File: config.mk
export PLATFORM = sky130hd
export DESIGN_NAME = drv_fault_diag
export DESIGN_NICKNAME = d
export VERILOG_FILES = /design/src/common/drv_diag_pkg.sv /design/src/verilog/input_sync.sv /design/src/verilog/frame_port.sv /design/src/verilog/drv_fault_diag.sv
export SDC_FILE = /design/constraint.sdc
export NUM_CORES = 1
export LEC_CHECK = 0
export ABC_AREA = 1
export ABC_CLOCK_PERIOD_IN_PS = 5120
export BUFFER_PORTS_ARGS = -buffer_cell sky130_fd_sc_hd__buf_4
export CORE_MARGIN = 2
export CORE_UTILIZATION = 55
export DETAILED_ROUTE_END_ITERATION = 10
export PLACE_DENSITY = 0.71
export SLEW_MARGIN = 20
export SYNTH_ARGS = -nofsm -noshare
export SYNTH_HDL_FRONTEND = slang
export SYNTH_HIERARCHICAL = 1
export SYNTH_SLANG_ARGS = --single-unit
File: constraint.sdc
create_clock -name SYS_CLK -period 5.12 [get_ports SYS_CLK]
set_input_delay 0.256 -clock SYS_CLK [delete_from_list [all_inputs] [get_ports SYS_CLK]]
set_output_delay 0.256 -clock SYS_CLK [all_outputs]
set_load 0.01 [all_outputs]
File: src/common/drv_diag_pkg.sv
// shared constants and types for the octal driver fault diagnosis block
package drv_diag_pkg;
  localparam int NCH       = 8;
  localparam int CODE_W    = 2;
  localparam int WORD_W    = NCH * CODE_W;
  localparam int KEY_MSB   = 15;
  localparam int KEY_LSB   = 8;
  localparam int DATA_MSB  = 7;
  localparam int PAR_FIRST = 5;
  localparam int PAR_N     = 3;

  // two-bit fault codes
  localparam logic [1:0] CODE_NONE  = 2'h0;
  localparam logic [1:0] CODE_OPEN  = 2'h1;
  localparam logic [1:0] CODE_SHORT = 2'h2;
  localparam logic [1:0] CODE_OVC   = 2'h3;

  // command keywords in the upper byte of a frame
  localparam logic [7:0] KEY_OUTPUT  = 8'hac;
  localparam logic [7:0] KEY_DIAG    = 8'ha3;
  localparam logic [7:0] KEY_PROTECT = 8'haa;

  // reset values, and the all-ones thermal readout word
  localparam logic [15:0] FAULT_RESET      = 16'h0000;
  localparam logic [15:0] THERMAL_WORD     = 16'hffff;
  localparam logic [7:0]  OUT_CMD_RESET    = 8'h00;
  localparam logic [7:0]  DIAG_LATCH_RESET = 8'h00;
  localparam logic [7:0]  LIN_LIMIT_RESET  = 8'h00;
  localparam logic [2:0]  SPI_SYNC_RESET   = 3'h1;
  localparam logic        CS_IDLE          = 1'b1;

  // timing, in ns and in cycles of the 100 MHz system clock
  localparam int CLK_PERIOD_NS = 10;
  localparam int TDEL_NS       = 10000;
  localparam int TFILT_NS      = 20000;
  localparam int TRES_NS       = 1000000;
  localparam int TDEL_CYC  = (TDEL_NS + CLK_PERIOD_NS - 1) / CLK_PERIOD_NS;
  localparam int TFILT_CYC = (TFILT_NS + CLK_PERIOD_NS - 1) / CLK_PERIOD_NS;
  localparam int TRES_CYC  = (TRES_NS + CLK_PERIOD_NS - 1) / CLK_PERIOD_NS;

  typedef enum logic [3:0] {
    CMD_NONE    = 4'h1,
    CMD_OUTPUT  = 4'h2,
    CMD_DIAG    = 4'h4,
    CMD_PROTECT = 4'h8
  } cmd_kind_t;
endpackage

File: src/verilog/input_sync.sv
// three-stage synchroniser that passes a bit once stages two and three agree
`timescale 1ns/1ps
`default_nettype none
module input_sync #(
  parameter int           W       = 1,
  parameter logic [W-1:0] RST_VAL = '0
) (
  input  wire logic         clk,
  input  wire logic         rst_b,
  input  wire logic         ce,
  input  wire logic [W-1:0] d,
  output logic      [W-1:0] q
);
  typedef struct packed {
    logic [W-1:0] s1;
    logic [W-1:0] s2;
    logic [W-1:0] s3;
    logic [W-1:0] q;
  } sync_t;

  sync_t st;
  sync_t next_st;

  generate
    if (W < 1) begin : g_bad_width
      $error("input_sync width must be at least one");
    end
  endgenerate

  // shift chain, output follows only agreeing stages
  always_comb begin
    next_st    = st;
    next_st.s1 = d;
    next_st.s2 = st.s1;
    next_st.s3 = st.s2;
    for (int i = 0; i < W; i++) begin
      if (st.s2[i] == st.s3[i]) begin
        next_st.q[i] = st.s2[i];
      end
    end
  end

  // state register
  always_ff @(posedge clk or negedge rst_b) begin
    if (!rst_b) begin
      st <= '{s1: RST_VAL, s2: RST_VAL, s3: RST_VAL, q: RST_VAL};
    end else if (ce) begin
      st <= next_st;
    end
  end

  assign q = st.q;
endmodule
`default_nettype wire

File: src/verilog/frame_port.sv
// serial frame engine: select and clock edges, shift path, frame length check
`timescale 1ns/1ps
`default_nettype none
module frame_port (
  input  wire logic                            clk,
  input  wire logic                            rst_b,
  input  wire logic                            ce,
  input  wire logic                            cs_b,
  input  wire logic                            sclk,
  input  wire logic                            di,
  input  wire logic [drv_diag_pkg::WORD_W-1:0] load_word,
  output logic                                 cs_falling,
  output logic                                 frame_end,
  output logic                                 frame_whole,
  output logic      [drv_diag_pkg::WORD_W-1:0] word,
  output logic                                 do_bit,
  output logic                                 do_oe
);
  localparam int W  = drv_diag_pkg::WORD_W;
  localparam int BW = $clog2(W);

  typedef struct packed {
    logic          cs_q;
    logic          sclk_q;
    logic          any;
    logic [BW-1:0] bits;
    logic [W-1:0]  sreg;
    logic          do_bit;
  } port_t;

  port_t st;
  port_t next_st;

  // edges seen against the previous sample
  assign cs_falling  = st.cs_q & ~cs_b;
  assign frame_end   = ~st.cs_q & cs_b;
  assign frame_whole = frame_end & st.any & (st.bits == '0);
  assign word        = st.sreg;

  // load on select, shift in on sclk rise, change output on sclk fall
  always_comb begin
    next_st        = st;
    next_st.cs_q   = cs_b;
    next_st.sclk_q = sclk;
    if (cs_falling) begin
      next_st.sreg   = load_word;
      next_st.do_bit = load_word[W-1];
      next_st.bits   = '0;
      next_st.any    = 1'b0;
    end else if (!cs_b && !st.cs_q) begin
      if (sclk && !st.sclk_q) begin
        next_st.sreg = {st.sreg[W-2:0], di};
        next_st.bits = st.bits + BW'(1);
        next_st.any  = 1'b1;
      end
      if (!sclk && st.sclk_q) begin
        next_st.do_bit = st.sreg[W-1];   // RQ24
      end
    end
  end

  // state register
  always_ff @(posedge clk or negedge rst_b) begin
    if (!rst_b) begin
      st <= '{cs_q: drv_diag_pkg::CS_IDLE, default: '0};
    end else if (ce) begin
      st <= next_st;
    end
  end

  assign do_bit = st.do_bit;
  assign do_oe  = ~st.cs_q;
endmodule
`default_nettype wire

File: src/verilog/drv_fault_diag.sv
// octal driver fault diagnosis: command bits, per-channel fault codes, serial readout
`timescale 1ns/1ps
`default_nettype none
////////////////////////////////////////////////////////////////////////////////
// Functional notes
// RQ1: one sixteen-bit fault register, two bits per channel
// RQ2: channel one at bits one:zero, upward
// RQ3: codes none, open, short, overcurrent
// RQ4: thermal fault reads whole register as ones
// RQ5: first variant clears all on valid frame
// RQ6: second variant clears overcurrent by restart or input
// RQ7: latching chosen per channel by command
// RQ8: overcurrent overwrites; later off faults ignored
// RQ9: off faults when off, overcurrent when on
// RQ10: filtered overcurrent switches off and records code
// RQ11: linear limit mode gives no overcurrent report
// RQ12: automatic restart after restart delay
// RQ13: restart by zero then one output frames
// RQ14: parallel input rise restarts channels six-eight
// RQ15: non-latching low side sampled at select fall
// RQ16: non-latching high side sampled at select fall
// RQ17: latching mode holds faults until cleared
// RQ18: latching off faults need full filter time
// RQ19: master filters codes near parallel falling edges
// RQ20: valid frame: sixteen-bit multiple, known keyword
// RQ21: diag bit one latches, zero default
// RQ22: protect bit zero switches off, one limits
// RQ23: thermal sampled at select fall, not held
// RQ24: register loaded at select fall, msb first
module drv_fault_diag #(
  parameter int VARIANT  = 1,
  parameter int TRES_CYC = drv_diag_pkg::TRES_CYC
) (
  input  wire logic       SYS_CLK,
  input  wire logic       RST_B,
  input  wire logic       CLK_EN,
  input  wire logic       SPI_CS_B,
  input  wire logic       SPI_SCLK,
  input  wire logic       SERIAL_DATA_IN,
  output logic            SPI_DO,
  output logic            SPI_DO_OE,
  input  wire logic [2:0] PARALLEL_CONTROL_INPUT,
  input  wire logic [7:0] CHANNEL_HIGHSIDE,
  input  wire logic [7:0] NODE_ABOVE_UPPER,
  input  wire logic [7:0] NODE_BELOW_LOWER,
  input  wire logic [7:0] OVERCURRENT_SENSE,
  input  wire logic [7:0] THERMAL_FAULT,
  output logic      [7:0] OUTPUT_CHANNEL,
  output logic      [7:0] LINEAR_LIMIT
);
  localparam int NCH = drv_diag_pkg::NCH;
  localparam int NPF = drv_diag_pkg::PAR_FIRST;
  localparam int DW  = $clog2(drv_diag_pkg::TDEL_CYC + 1);
  localparam int FW  = $clog2(drv_diag_pkg::TFILT_CYC + 1);
  localparam int RW  = $clog2(TRES_CYC + 1);
  localparam int NIN = 5 * NCH + drv_diag_pkg::PAR_N;

  generate
    if (VARIANT < 1 || VARIANT > 2 || TRES_CYC < 2) begin : g_bad_param
      $error("VARIANT must be 1 or 2 and TRES_CYC at least 2");
    end
  endgenerate

  typedef struct packed {
    logic [15:0]             fault;
    logic [NCH-1:0]          out_cmd;
    logic [NCH-1:0]          diag_latch;
    logic [NCH-1:0]          lin_limit;
    logic [NCH-1:0]          ovc_off;
    logic [NCH-1:0]          prev_zero;
    logic [NCH-1:0]          gate;
    logic [2:0]              par_q;
    logic [NCH-1:0][DW-1:0]  del_cnt;
    logic [NCH-1:0][FW-1:0]  filt_cnt;
    logic [NCH-1:0][RW-1:0]  res_cnt;
  } diag_t;

  diag_t                   st;
  diag_t                   next_st;
  logic [2:0]              spi_s;
  logic [NIN-1:0]          pin_s;
  logic [NCH-1:0]          hs;
  logic [NCH-1:0]          above;
  logic [NCH-1:0]          below;
  logic [NCH-1:0]          oc;
  logic [NCH-1:0]          therm;
  logic [2:0]              par_s;
  logic [NCH-1:0]          par_vec;
  logic [NCH-1:0]          par_old;
  logic [NCH-1:0]          ch_on;
  logic                    cs_falling;
  logic                    frame_end;
  logic                    frame_whole;
  logic [15:0]             word;
  logic [15:0]             load_word;
  logic                    frame_ok;
  drv_diag_pkg::cmd_kind_t kind;
  logic [NCH-1:0]          trip;
  logic [NCH-1:0][1:0]     samp_v;

  // keyword decode of a received frame
  function automatic drv_diag_pkg::cmd_kind_t key_kind(input logic [7:0] k);
    case (k)
      drv_diag_pkg::KEY_OUTPUT:  return drv_diag_pkg::CMD_OUTPUT;
      drv_diag_pkg::KEY_DIAG:    return drv_diag_pkg::CMD_DIAG;
      drv_diag_pkg::KEY_PROTECT: return drv_diag_pkg::CMD_PROTECT;
      default:                   return drv_diag_pkg::CMD_NONE;
    endcase
  endfunction

  ////////////////////////////////////////////////////////////////////////////
  // pin synchronisers
  input_sync #(
    .W       (3),
    .RST_VAL (drv_diag_pkg::SPI_SYNC_RESET)
  ) u_spi_sync (
    .clk   (SYS_CLK),
    .rst_b (RST_B),
    .ce    (CLK_EN),
    .d     ({SERIAL_DATA_IN, SPI_SCLK, SPI_CS_B}),
    .q     (spi_s)
  );

  input_sync #(
    .W       (NIN),
    .RST_VAL ('0)
  ) u_pin_sync (
    .clk   (SYS_CLK),
    .rst_b (RST_B),
    .ce    (CLK_EN),
    .d     ({PARALLEL_CONTROL_INPUT, THERMAL_FAULT, OVERCURRENT_SENSE,
             NODE_BELOW_LOWER, NODE_ABOVE_UPPER, CHANNEL_HIGHSIDE}),
    .q     (pin_s)
  );

  // unpack synchronised comparator and control levels
  assign hs      = pin_s[0 +: NCH];
  assign above   = pin_s[NCH +: NCH];
  assign below   = pin_s[2*NCH +: NCH];
  assign oc      = pin_s[3*NCH +: NCH];
  assign therm   = pin_s[4*NCH +: NCH];
  assign par_s   = pin_s[5*NCH +: 3];
  assign par_vec = {par_s, {NPF{1'b0}}};
  assign par_old = {st.par_q, {NPF{1'b0}}};
  assign ch_on   = st.out_cmd | par_vec;

  ////////////////////////////////////////////////////////////////////////////
  // serial frame engine
  frame_port u_frame (
    .clk         (SYS_CLK),
    .rst_b       (RST_B),
    .ce          (CLK_EN),
    .cs_b        (spi_s[0]),
    .sclk        (spi_s[1]),
    .di          (spi_s[2]),
    .load_word   (load_word),
    .cs_falling  (cs_falling),
    .frame_end   (frame_end),
    .frame_whole (frame_whole),
    .word        (word),
    .do_bit      (SPI_DO),
    .do_oe       (SPI_DO_OE)
  );

  ////////////////////////////////////////////////////////////////////////////
  // command decode and per-channel fault logic
  always_comb begin
    logic [1:0] c;
    logic       oc_run;
    c        = drv_diag_pkg::CODE_NONE;
    oc_run   = 1'b0;
    next_st  = st;
    trip     = '0;
    samp_v   = '0;
    kind     = key_kind(word[drv_diag_pkg::KEY_MSB:drv_diag_pkg::KEY_LSB]);
    frame_ok = frame_whole && kind != drv_diag_pkg::CMD_NONE;   // RQ20
    next_st.par_q = par_s;
    if (frame_ok) begin
      next_st.prev_zero = '0;
      case (kind)
        drv_diag_pkg::CMD_OUTPUT: begin
          next_st.out_cmd   = word[NCH-1:0];
          next_st.prev_zero = ~word[NCH-1:0];   // RQ13
        end
        drv_diag_pkg::CMD_DIAG: begin
          next_st.diag_latch = word[NCH-1:0];   // RQ7
        end
        drv_diag_pkg::CMD_PROTECT: begin
          next_st.lin_limit = word[NCH-1:0];    // RQ22
        end
        default: begin
          next_st.prev_zero = '0;
        end
      endcase
    end
    for (int i = 0; i < NCH; i++) begin
      c = st.fault[2*i +: 2];   // RQ1
      // classify the node comparators
      if (hs[i] ? above[i] : below[i]) begin
        samp_v[i] = drv_diag_pkg::CODE_SHORT;   // RQ3
      end else if (!above[i] && !below[i]) begin
        samp_v[i] = drv_diag_pkg::CODE_OPEN;
      end
      // valid frame clear, before any new set so the set wins
      if (frame_ok && (VARIANT == 1 || c != drv_diag_pkg::CODE_OVC)) begin
        c = drv_diag_pkg::CODE_NONE;   // RQ5
      end
      // restart by command pair and by parallel input rise
      if (frame_ok && kind == drv_diag_pkg::CMD_OUTPUT && st.prev_zero[i] && word[i]) begin
        next_st.ovc_off[i] = 1'b0;   // RQ13
      end
      if (par_vec[i] && !par_old[i]) begin
        next_st.ovc_off[i] = 1'b0;   // RQ14
      end
      if (VARIANT == 2 && i >= NPF && !par_vec[i] && c == drv_diag_pkg::CODE_OVC) begin
        c = drv_diag_pkg::CODE_NONE;   // RQ6
      end
      // restart delay after a shutdown
      if (st.ovc_off[i]) begin
        if (st.res_cnt[i] == RW'(TRES_CYC - 1)) begin
          next_st.ovc_off[i] = 1'b0;   // RQ12
          next_st.res_cnt[i] = '0;
          if (VARIANT == 2 && c == drv_diag_pkg::CODE_OVC) begin
            c = drv_diag_pkg::CODE_NONE;   // RQ6
          end
        end else begin
          next_st.res_cnt[i] = st.res_cnt[i] + RW'(1);
        end
      end else begin
        next_st.res_cnt[i] = '0;
      end
      // on-state overcurrent filter
      oc_run = ch_on[i] && !st.ovc_off[i] && !st.lin_limit[i] && oc[i];   // RQ9 RQ11
      trip[i] = oc_run && st.del_cnt[i] == DW'(drv_diag_pkg::TDEL_CYC - 1);
      next_st.del_cnt[i] = (oc_run && !trip[i]) ? st.del_cnt[i] + DW'(1) : '0;
      if (trip[i]) begin
        next_st.ovc_off[i] = 1'b1;   // RQ10
        c = drv_diag_pkg::CODE_OVC;   // RQ8
      end
      // off-state open load and short diagnosis
      if (!ch_on[i] && c != drv_diag_pkg::CODE_OVC) begin   // RQ9 RQ8
        if (st.diag_latch[i]) begin
          if (samp_v[i] == drv_diag_pkg::CODE_NONE) begin
            next_st.filt_cnt[i] = '0;
          end else if (st.filt_cnt[i] == FW'(drv_diag_pkg::TFILT_CYC - 1)) begin
            c = samp_v[i];   // RQ18 RQ17
          end else begin
            next_st.filt_cnt[i] = st.filt_cnt[i] + FW'(1);
          end
        end else begin
          next_st.filt_cnt[i] = '0;
          if (cs_falling) begin
            c = samp_v[i];   // RQ15 RQ16
          end
        end
      end else begin
        next_st.filt_cnt[i] = '0;
      end
      // follow the command of the frame that ends now, so a restart pair turns on at once
      next_st.gate[i]        = (next_st.out_cmd[i] | par_vec[i]) & ~next_st.ovc_off[i];   // RQ13
      next_st.fault[2*i +: 2] = c;   // RQ2
    end
    // readout word: thermal overrides, sampled live
    load_word = (|therm) ? drv_diag_pkg::THERMAL_WORD : next_st.fault;   // RQ4 RQ23 RQ24
  end

  // state register
  always_ff @(posedge SYS_CLK or negedge RST_B) begin
    if (!RST_B) begin
      st <= '{fault:      drv_diag_pkg::FAULT_RESET,
              out_cmd:    drv_diag_pkg::OUT_CMD_RESET,
              diag_latch: drv_diag_pkg::DIAG_LATCH_RESET,   // RQ21
              lin_limit:  drv_diag_pkg::LIN_LIMIT_RESET,
              default:    '0};
    end else if (CLK_EN) begin
      st <= next_st;
    end
  end

  assign OUTPUT_CHANNEL = st.gate;
  assign LINEAR_LIMIT   = st.lin_limit;

  ////////////////////////////////////////////////////////////////////////////
  // checks on channel one, plus whole-register thermal word and valid-frame clear
  logic [1:0]    fault0;
  logic [FW-1:0] filt0;
  assign fault0 = st.fault[1:0];
  assign filt0  = st.filt_cnt[0];
endmodule
`default_nettype wire

* After elaboration in Yosys (flattened, before gate mapping)
Cells that the tools add are included.
** Cells by class
- Bitwise gates (word level) :: 27
- $add $sub $neg :: 25
- Multiplexer cells :: 182
- Reductions and logical operators :: 207
- Equal/unequal tests :: 93
** Operators with widths (count)
- $mux W11 :: 32
- $mux W17 :: 16
- $add A17 B1 Y17 const B :: 8
- $eq A17 B17 Y1 const B :: 8
- $mux W2 :: 64
- $reduce_and A2 Y1 :: 55
- $add A11 B1 Y11 const B :: 8
- $eq A11 B11 Y1 const B :: 8
- $add A10 B1 Y10 const B :: 8
- $eq A10 B10 Y1 const B :: 8
- $logic_and A1 B1 Y1 :: 80
- $mux W10 :: 8
- $logic_not A1 Y1 :: 55
- $mux W1 :: 52
- $eq A1 B1 Y1 :: 46
- $mux W22 :: 2
- $mux W8 :: 4
- $ne A4 B4 Y1 const B :: 8
- $eq A8 B8 Y1 const B :: 3
- $mux W24 :: 1
- $mux W21 :: 1
- $logic_not A2 Y1 :: 8
- $mux W16 :: 1
- $ne A2 B2 Y1 const B :: 8
- other kinds (15) :: 42
** Storage, ports and cells
- Logic and storage cells :: 624
- Bits in registers :: 579
- Input bits :: 49

* Longest topological paths before layout
Gate-level depths: netlist of the first run.
- Depth after elaboration :: 15
- Depth in mapped cells :: 20
- Depth with buffers taken out :: 18

* Cells and area by module
The synthesis of the first run kept the hierarchy.
** By module, submodules not included
- drv_fault_diag :: area each 21479.4 um^2, cells an instance 2888, instances 1, sequential area each 9283.9 um^2
- input_sync at u_pin_sync :: area each 7602.3 um^2, cells an instance 941, instances 1, sequential area each 4304.1 um^2
- frame_port :: area each 1383.8 um^2, cells an instance 196, instances 1, sequential area each 601.8 um^2
- input_sync at u_spi_sync :: area each 553.0 um^2, cells an instance 65, instances 1, sequential area each 305.3 um^2

* Worst setup path before layout of the first run
Ideal clock, no wire load.
- Path type :: register to register
- Start :: register u_spi_sync.st (netlist bit u_spi_sync/q[0])
- End :: register u_frame.st (netlist bit u_frame/do_bit)
- Cell stages (with the launch flop) :: 20
- Data required time :: 5004 ps
- Buffers on the path :: 2
- Path slack :: 2928 ps
- Arrival :: 2076 ps
- Cell sequence :: dfstp_2 > buf_4 > inv_1 > nor2_1 > nand3_1 > nor3_1 > nand2_4 > buf_6 > nand2_4 > nand2_4 > nand2_4 > nand2_2 > inv_2 > nand2_1 > nand2_1 > nand2_1 > inv_1 > o21ai_1 > nand2_1 > nand2_1
** Between the ends
- Word-level cells in the longest chain between the ends :: 12
- Elaborated cells between the ends (all ways) :: 22
- Those cells by class :: 1 x eq/ne; 9 x mux; 5 x bitwise; 7 x reduce/logical
** RTL lines
- from (decl) :: line input_sync.sv:21 : sync_t st;
- from (signal assigned) :: line input_sync.sv:46 : st <= '{s1: RST_VAL, s2: RST_VAL, s3: RST_VAL, q: RST_VAL};
- from (signal assigned) :: line input_sync.sv:48 : st <= next_st;
- $and A1 B1 Y1 * :: line frame_port.sv:36 : assign frame_end = ~st.cs_q & cs_b;
- named net frame_end :: line drv_fault_diag.sv:92 : logic frame_end;
- $and A1 B1 Y1 * (2 in a row) :: line frame_port.sv:37 : assign frame_whole = frame_end & st.any & (st.bits == '0);
- named net frame_whole :: line drv_fault_diag.sv:93 : logic frame_whole;
- $logic_and A1 B1 Y1 * :: line drv_fault_diag.sv:176 : frame_ok = frame_whole && kind != drv_diag_pkg::CMD_NONE;
- $mux W2 * :: line drv_fault_diag.sv:205 : if (frame_ok && (VARIANT == 1 || c != drv_diag_pkg::CODE_OVC)) begin
- $mux W2 * :: line drv_fault_diag.sv:236 : if (trip[i]) begin
- $mux W2 :: line drv_fault_diag.sv:245 : end else if (st.filt_cnt[i] == FW'(drv_diag_pkg::TFILT_CYC - 1)) begin
- $mux W2 :: line drv_fault_diag.sv:243 : if (samp_v[i] == drv_diag_pkg::CODE_NONE) begin
- $mux W2 :: line drv_fault_diag.sv:242 : if (st.diag_latch[i]) begin
- $mux W2 * :: line drv_fault_diag.sv:241 : if (!ch_on[i] && c != drv_diag_pkg::CODE_OVC) begin
- $mux W16 * :: line drv_fault_diag.sv:264 : load_word = (|therm) ? drv_diag_pkg::THERMAL_WORD : next_st.fault;
- named net load_word[15] :: line drv_fault_diag.sv:95 : logic [15:0] load_word;
- $mux W22 * :: line frame_port.sv:45 : if (cs_falling) begin
- to (signal assigned) :: line frame_port.sv:67 : st <= next_st;
- to (decl) :: line frame_port.sv:31 : port_t st;
Mark *: on every way through the listed nets, which the timed path passes. The rest lies on a longest branch.
A chain may end at the register's enable or synchronous reset.

* Final worst setup path of the first run
- Start :: register u_spi_sync.st (netlist bit u_spi_sync/q[0])
- End :: register u_frame.st (netlist bit u_frame/do_bit)
** Between the ends
- Elaborated cells between the ends (all ways) :: 22
- Those cells by class :: 1 x eq/ne; 9 x mux; 5 x bitwise; 7 x reduce/logical
** RTL lines
- $not A1 Y1 :: line frame_port.sv:35 : assign cs_falling = st.cs_q & ~cs_b;
- $and A1 B1 Y1 :: line frame_port.sv:35
- named net cs_falling :: line drv_fault_diag.sv:91 : logic cs_falling;
- $mux W2 :: line drv_fault_diag.sv:252 : if (cs_falling) begin
- $mux W2 :: line drv_fault_diag.sv:242
- $mux W2 :: line drv_fault_diag.sv:241
- $mux W16 :: line drv_fault_diag.sv:264
- named net load_word[15] :: line drv_fault_diag.sv:95
- $mux W22 :: line frame_port.sv:45
The timed path passes the listed nets, and every way through them passes these cells.

==> impl_metrics.yaml, run 1 <==
critical_path:
  crit_type: "flip-flop to flip-flop"
  crit_path_start_kind: "flip-flop"
  r2r-start: "u_spi_sync/q[0]"
  required_ps: 5640
  cp-end-kind: "flip-flop"
  crit_arrival_ps: 3510
  path_max_fanout: 27
  startpoint: "u_spi_sync/q[0]"
synthesis:
  syn_nets: 4165
  yosysTopAreaCell: "dfrtp_1"
  synth_area_per_cell_um2: 7.58
  yosys_warnings: 6
  synth_cell_types: 56
  ys_ff_latch: 579
  synth_edf_count: 0
  synth_top_area_share: 0.463
  ys.flop_type: "dfrtp_1"
  async_reset_ff_frac: 1.00
  yosysSeqAreaShare: 0.467
  netlist_top_cells_area: "dfrtp_1, nand2_1, inv_1"
  syn_inst: 4090
  syn_area_mm2: 0.0310
place:
  dp_hpwl_um: 44900
  pre_cts_slack_ps: 2170
  gp_congestion: 0.851
  portBuffers: 66
route:
  drc: 0
  drt_iter0_markers: 1903
  vias: 25363
  routed_via_density: 5.21
  totalWireLength_um: 67600
  dr.pass1.iters: 5
  post_drt_wl_per_cell_um: 13.9
  antenna_left: 0
hold_path:
  hold_class: "input pin to flip-flop"
  hold_start: "CLK_EN"
global_route:
  grt_max_degree: 208
  grt_overflow: 0
  antenna_found_initial: 1
  grt_pass1_wl_um: 114000
  grt_pass1_vias: 23496
  grtUsageTotal: 0.236
die:
  io_pins: 67
  die-area_mm2: 0.0583
  start_util: 0.553
  num_rows: 87
  die_w_um: 241
  core-area_mm2: 0.0561
  fp.dieH_um: 241
layout:
  drive_gt1_frac: 0.0734
  final_nets: 4139
  post-route-util: 0.605
  diodes: 0
  syn_to_final_growth_pct: 9.33
clocking:
  cts-htree-levels: 2
  cts_made_buffers: 61
  cts_tree: "yes"
  post_cts_buffers: 0
  clock_latency_ps: 630
  holdBufCountCts: 47
  clockRootBuffer: "clkbuf_16"
  cts.repair.resized: 0
  path_clk_slew_ps: 60
  cts.path.max_buffers: 3
  cts_sinks: 579
sta:
  rsz0062_at_grt: "no"
  setup_viol: 0
  worst_pin_slew_ps: 1030
  slew_headroom: 0.316
  period_needed_ps: 2990
  clock_skew_ps: 21.2
  fmax_mhz: 335
  period_share: 0.583
  hold_viol_final: 0
  final.setup.tns_ps: 0
  fin_ws_ps: 2130
  slew_viol_final: 0
power_and_ir_drop:
  vdd_drop_max_mv: 0.301
  power.total_w: 0.0121
  powerDensity_mw_per_mm2: 357
  leakage_nw: 16.8
outcome:
  status: "complete, no violations"
run:
  maxCapViolations: 0
flip-flops by register name, summed over array words and instances, names as in the netlist, 8 cells and up:
register            count
LINEAR_LIMIT            8
OUTPUT_CHANNEL          8
filt0                  11
st                    339
u_frame/word           16
u_pin_sync/next_st     86
u_pin_sync/q           43
u_pin_sync/st          43
cell usage in the layout (no fill, tap or decap), drive strengths merged, types with 3 or more instances in the layout:
master	netlist	layout
a211oi	4	4
a21oi	152	152
a221oi	3	3
a22o	13	13
a31o	8	8
a31oi	9	9
and3	3	3
buf	173	85
bufinv	0	8
clkbuf	48	89
clkinv	2	17
dfrtp	574	574
dfstp	5	5
dlygate4sd3	0	47
ha	26	26
inv	458	459
nand2	1245	1245
nand3	290	290
nand3b	19	19
nand4	112	112
nor2	429	429
nor3	113	113
nor3b	30	30
nor4	21	21
o211ai	7	7
o21a	18	18
o21ai	219	219
o21bai	5	5
or2	14	14
xnor2	17	17
xor2	58	58
power by group:
part	leakage, nW	switching [W]	internal [W]
clock	1.06	0.00185	0.00283
combinational	8.06	0.00138	0.000655
sequential	7.65	0.000398	0.00501
cells in the mapped netlist, drive strengths merged, types with 48 or more instances:
| library cell | n |
|---|---|
| inv | 458 |
| nor3 | 113 |
| xor2 | 58 |
| clkbuf | 48 |
| dfrtp | 574 |
| nand3 | 290 |
| nand4 | 112 |
| buf | 173 |
| nor2 | 429 |
| nand2 | 1245 |
| o21ai | 219 |
| a21oi | 152 |
critical path, cell delays in order (launching register included):
cell and delay (ps):
dfstp_2 560, inv_1 70, nand2_1 490, inv_2 420, inv_1 540, nor2_1 110, nor2_1 110, nand2_1 60
nand2_1 60, nand2_1 60, nand2_1 50, nand2_1 50, inv_1 90, o21ai_1 70, nand2_1 90, nand2_1 50
cells by family (layout without fill, tap and decap cells):
group / Yosys count / after routing / synth area share
mux: 2 / 2 / 0.000645
simple gates: 2278 / 2278 / 0.320
xor+xnor: 75 / 75 / 0.0212
buf+inv: 681 / 706 / 0.100
flops: 579 / 579 / 0.467
fa+ha+maj: 26 / 26 / 0.0105
compound gates: 449 / 449 / 0.0803
layer usage:
metal,vias up,share of wire,global-route usage
met5,-,0,0
met4,0,0.023,0.0673
met1,11824,0.47,0.334
met2,452,0.45,0.379
li1,12991,-,-
met3,96,0.049,0.0340
final timing paths:
check	to	slack, ps	depth (start not counted)
worst max-delay path	u_frame/do_bit	2130	15
worst max register to register	u_frame/do_bit	2130	15
min in group asynchronous	st[255]	300	2
worst min-delay path	st[359]	130	3
max in group asynchronous	u_pin_sync/q[16]	3510	3
worst min register to register	st[33]	480	1
per-stage QoR:
step / hold WS [ps] / cells / area (um2)
6_report: 127 / 4871 / 33900
2_1_floorplan: -39.6 / 4090 / 31000
5_1_grt: 151 / 4871 / 33900
3_3_place_gp: 350 / 4710 / 31300
3_5_place_dp: 350 / 4710 / 31300
4_1_cts: 83.2 / 4871 / 33900
final cells by class:
| type | count | area [um2] |
|---|---|---|
| Clock buffer | 89 | 1800 |
| Clock inverter | 25 | 335 |
| Fill cell | 4989 | 22100 |
| Inverter | 460 | 1730 |
| Multi-Input combinational cell | 2830 | 13400 |
| Sequential cell | 579 | 14500 |
| Tap cell | 756 | 946 |
| Timing Repair Buffer | 132 | 1190 |
(Power assumes the default switching activity.)
==> inputs of run 2 (changes only) <==
Settings changed: ABC_CLOCK_PERIOD_IN_PS 5120 to 2990.
Clock period 5.12 ns to 2.99 ns, I/O delays scaled along.
==> run 2 against run 1 <==
Power up 74%. Sequential power increased by 71%. First-iteration DRC count is 10% lower. Register-to-register slack worse by 1700 ps. Maximum frequency rose by 15%. Largest power group unchanged. Worst setup slack worse by 1700 ps. Critical path depth shrank 3. Wire length increased by 0.44%. Global-route usage is 0.36 points higher. Worst hold slack worse by 66 ps. Critical path type unchanged. Cell area increased by 0.96%. Critical endpoint is now st[350].
==> impl_metrics.yaml, run 2 (synthesized netlist as in run 1, its figures left out) <==
global_route:
  grt_pass1_wl_um: 115000
  grtUsageTotal: 0.239
  grt_pass1_vias: 23351
  antenna_found_initial: 0
  grt_max_degree: 131
  grt_overflow: 0
route:
  drc: 0
  drt_iter0_markers: 1712
  antenna_left: 0
  vias: 25481
  totalWireLength_um: 67900
  dr.pass1.iters: 5
  routed_via_density: 5.20
  post_drt_wl_per_cell_um: 13.9
sta:
  fin_ws_ps: 392
  whs_ps: 61.0
  slew_headroom: 0.520
  clock_skew_ps: 19.4
  rsz0062_at_grt: "no"
  worst_pin_slew_ps: 721
  period_needed_ps: 2600
  fmax_mhz: 385
  hold_viol_final: 0
  slew_viol_final: 0
  period_share: 0.869
  final.setup.tns_ps: 0
  setup_viol: 0
clocking:
  cts.path.max_buffers: 3
  cts_sinks: 579
  cts_made_buffers: 67
  cts_tree: "yes"
  cts-htree-levels: 3
  path_clk_slew_ps: 60
  clockRootBuffer: "clkbuf_16"
  clock_latency_ps: 600
layout:
  final_nets: 4165
  largest_reg_flops: 339
  final_cell_mix: "nand2_1, dfrtp_1, inv_1"
  layout_commonest_cell: "nand2_1"
  fillCellCount: 5019
  syn_to_final_growth_pct: 10.4
  top_register: "st"
  diodes: 0
  drive_gt1_frac: 0.0792
critical_path:
  cp.depth: 12
  cp_common_cell: "inv_1"
  r2r-start: "u_spi_sync/q[0]"
  cpLargestDelayFamily: "simple AND/OR/NAND/NOR gates"
  cp_slowest_cell: "dfstp_2"
  startpoint: "u_spi_sync/q[0]"
  crit_arrival_ps: 3080
  crit_type: "flip-flop to flip-flop"
  cp_num_buf_inv: 5
  path_max_fanout: 12
  crit_path_start_kind: "flip-flop"
  r2r_cells: 12
  cp-end-kind: "flip-flop"
  required_ps: 3470
  critical_path.max_stage_delay_ps: 550
  path_cells: "inv_1 -> nor2_1 -> nand3_1 -> nor3_2 -> inv_1 -> nor2_2 -> buf_4 -> nand2_1 -> inv_1 -> nand2_1 -> o21ai_0 -> inv_1"
die:
  core-area_mm2: 0.0561
  fp.dieH_um: 241
  io_pins: 67
  start_util: 0.553
  die_w_um: 241
  num_rows: 87
  die-area_mm2: 0.0583
power_and_ir_drop:
  vdd_drop_max_mv: 0.502
  powerDensity_mw_per_mm2: 615
  leakage_nw: 16.9
place:
  gp_congestion: 0.861
  pre_cts_slack_ps: 172
  dp_hpwl_um: 45500
  portBuffers: 66
hold_path:
  hold_class: "input pin to async pin"
outcome:
  status: "complete, no violations"
run:
  maxCapViolations: 0
-- run 2: cell types whose count changed in the layout (fill, tap and decap cells not counted), moves of 3 or more --
cell	previous run	this run
buf_4	78	92
clkbuf_8	13	5
clkbuf_16	63	69
buf_12	5	10
inv_6	1	4
-- run 2: layer usage --
metal  global-route usage  wire (um)  part of all wire
met3               0.0457       3320             0.049
met2                0.376      30600              0.45
met4               0.0610       1370             0.020
met1                0.341      32500              0.48
met5                    0          0                 0
-- run 2: timing repair --
action                     4_1_cts  5_1_grt
setup endpoints to repair        0       34
hold endpoints to repair       629        0
hold buffers                    48        0
buffers inserted                 0        0
gates resized for setup          0        5
-- run 2: area by class of cell --
cell class	instances	area [um2]	area share
Multi-Input combinational cell	2830	13400	0.393
Clock buffer	89	1850	0.0541
Timing Repair Buffer	152	1400	0.0409
Inverter	460	1730	0.0505
Tap cell	756	946	0.0276
Sequential cell	579	14500	0.423
Clock inverter	31	375	0.0110
-- run 2: worst paths after layout --
| path | slack [ps] | to |
|---|---|---|
| max | 390 | st[350] |
| min | 60 | st[9] |
| max reg2reg | 390 | st[350] |
| min reg2reg | 460 | st[135] |
| max in group asynchronous | 1930 | u_pin_sync/st[80] |
| min in group SYS_CLK | 300 | u_spi_sync/next_st[8] |
-- run 2: stage by stage --
step           area [um2]  std cells  power (W)   util
6_report            34200       4897     0.0211  0.611
5_1_grt             34200       4897     0.0222  0.611
4_1_cts             34200       4897     0.0213  0.610
3_5_place_dp        31500       4729     0.0128  0.562
3_3_place_gp        31500       4729     0.0128  0.562
2_1_floorplan       31000       4090     0.0121      -
-- run 2: power by group --
group / internal, W / total (W) / switching (W)
combinational: 0.00115 / 0.00353 / 0.00237
clock: 0.00499 / 0.00827 / 0.00328
sequential: 0.00858 / 0.00926 / 0.000683
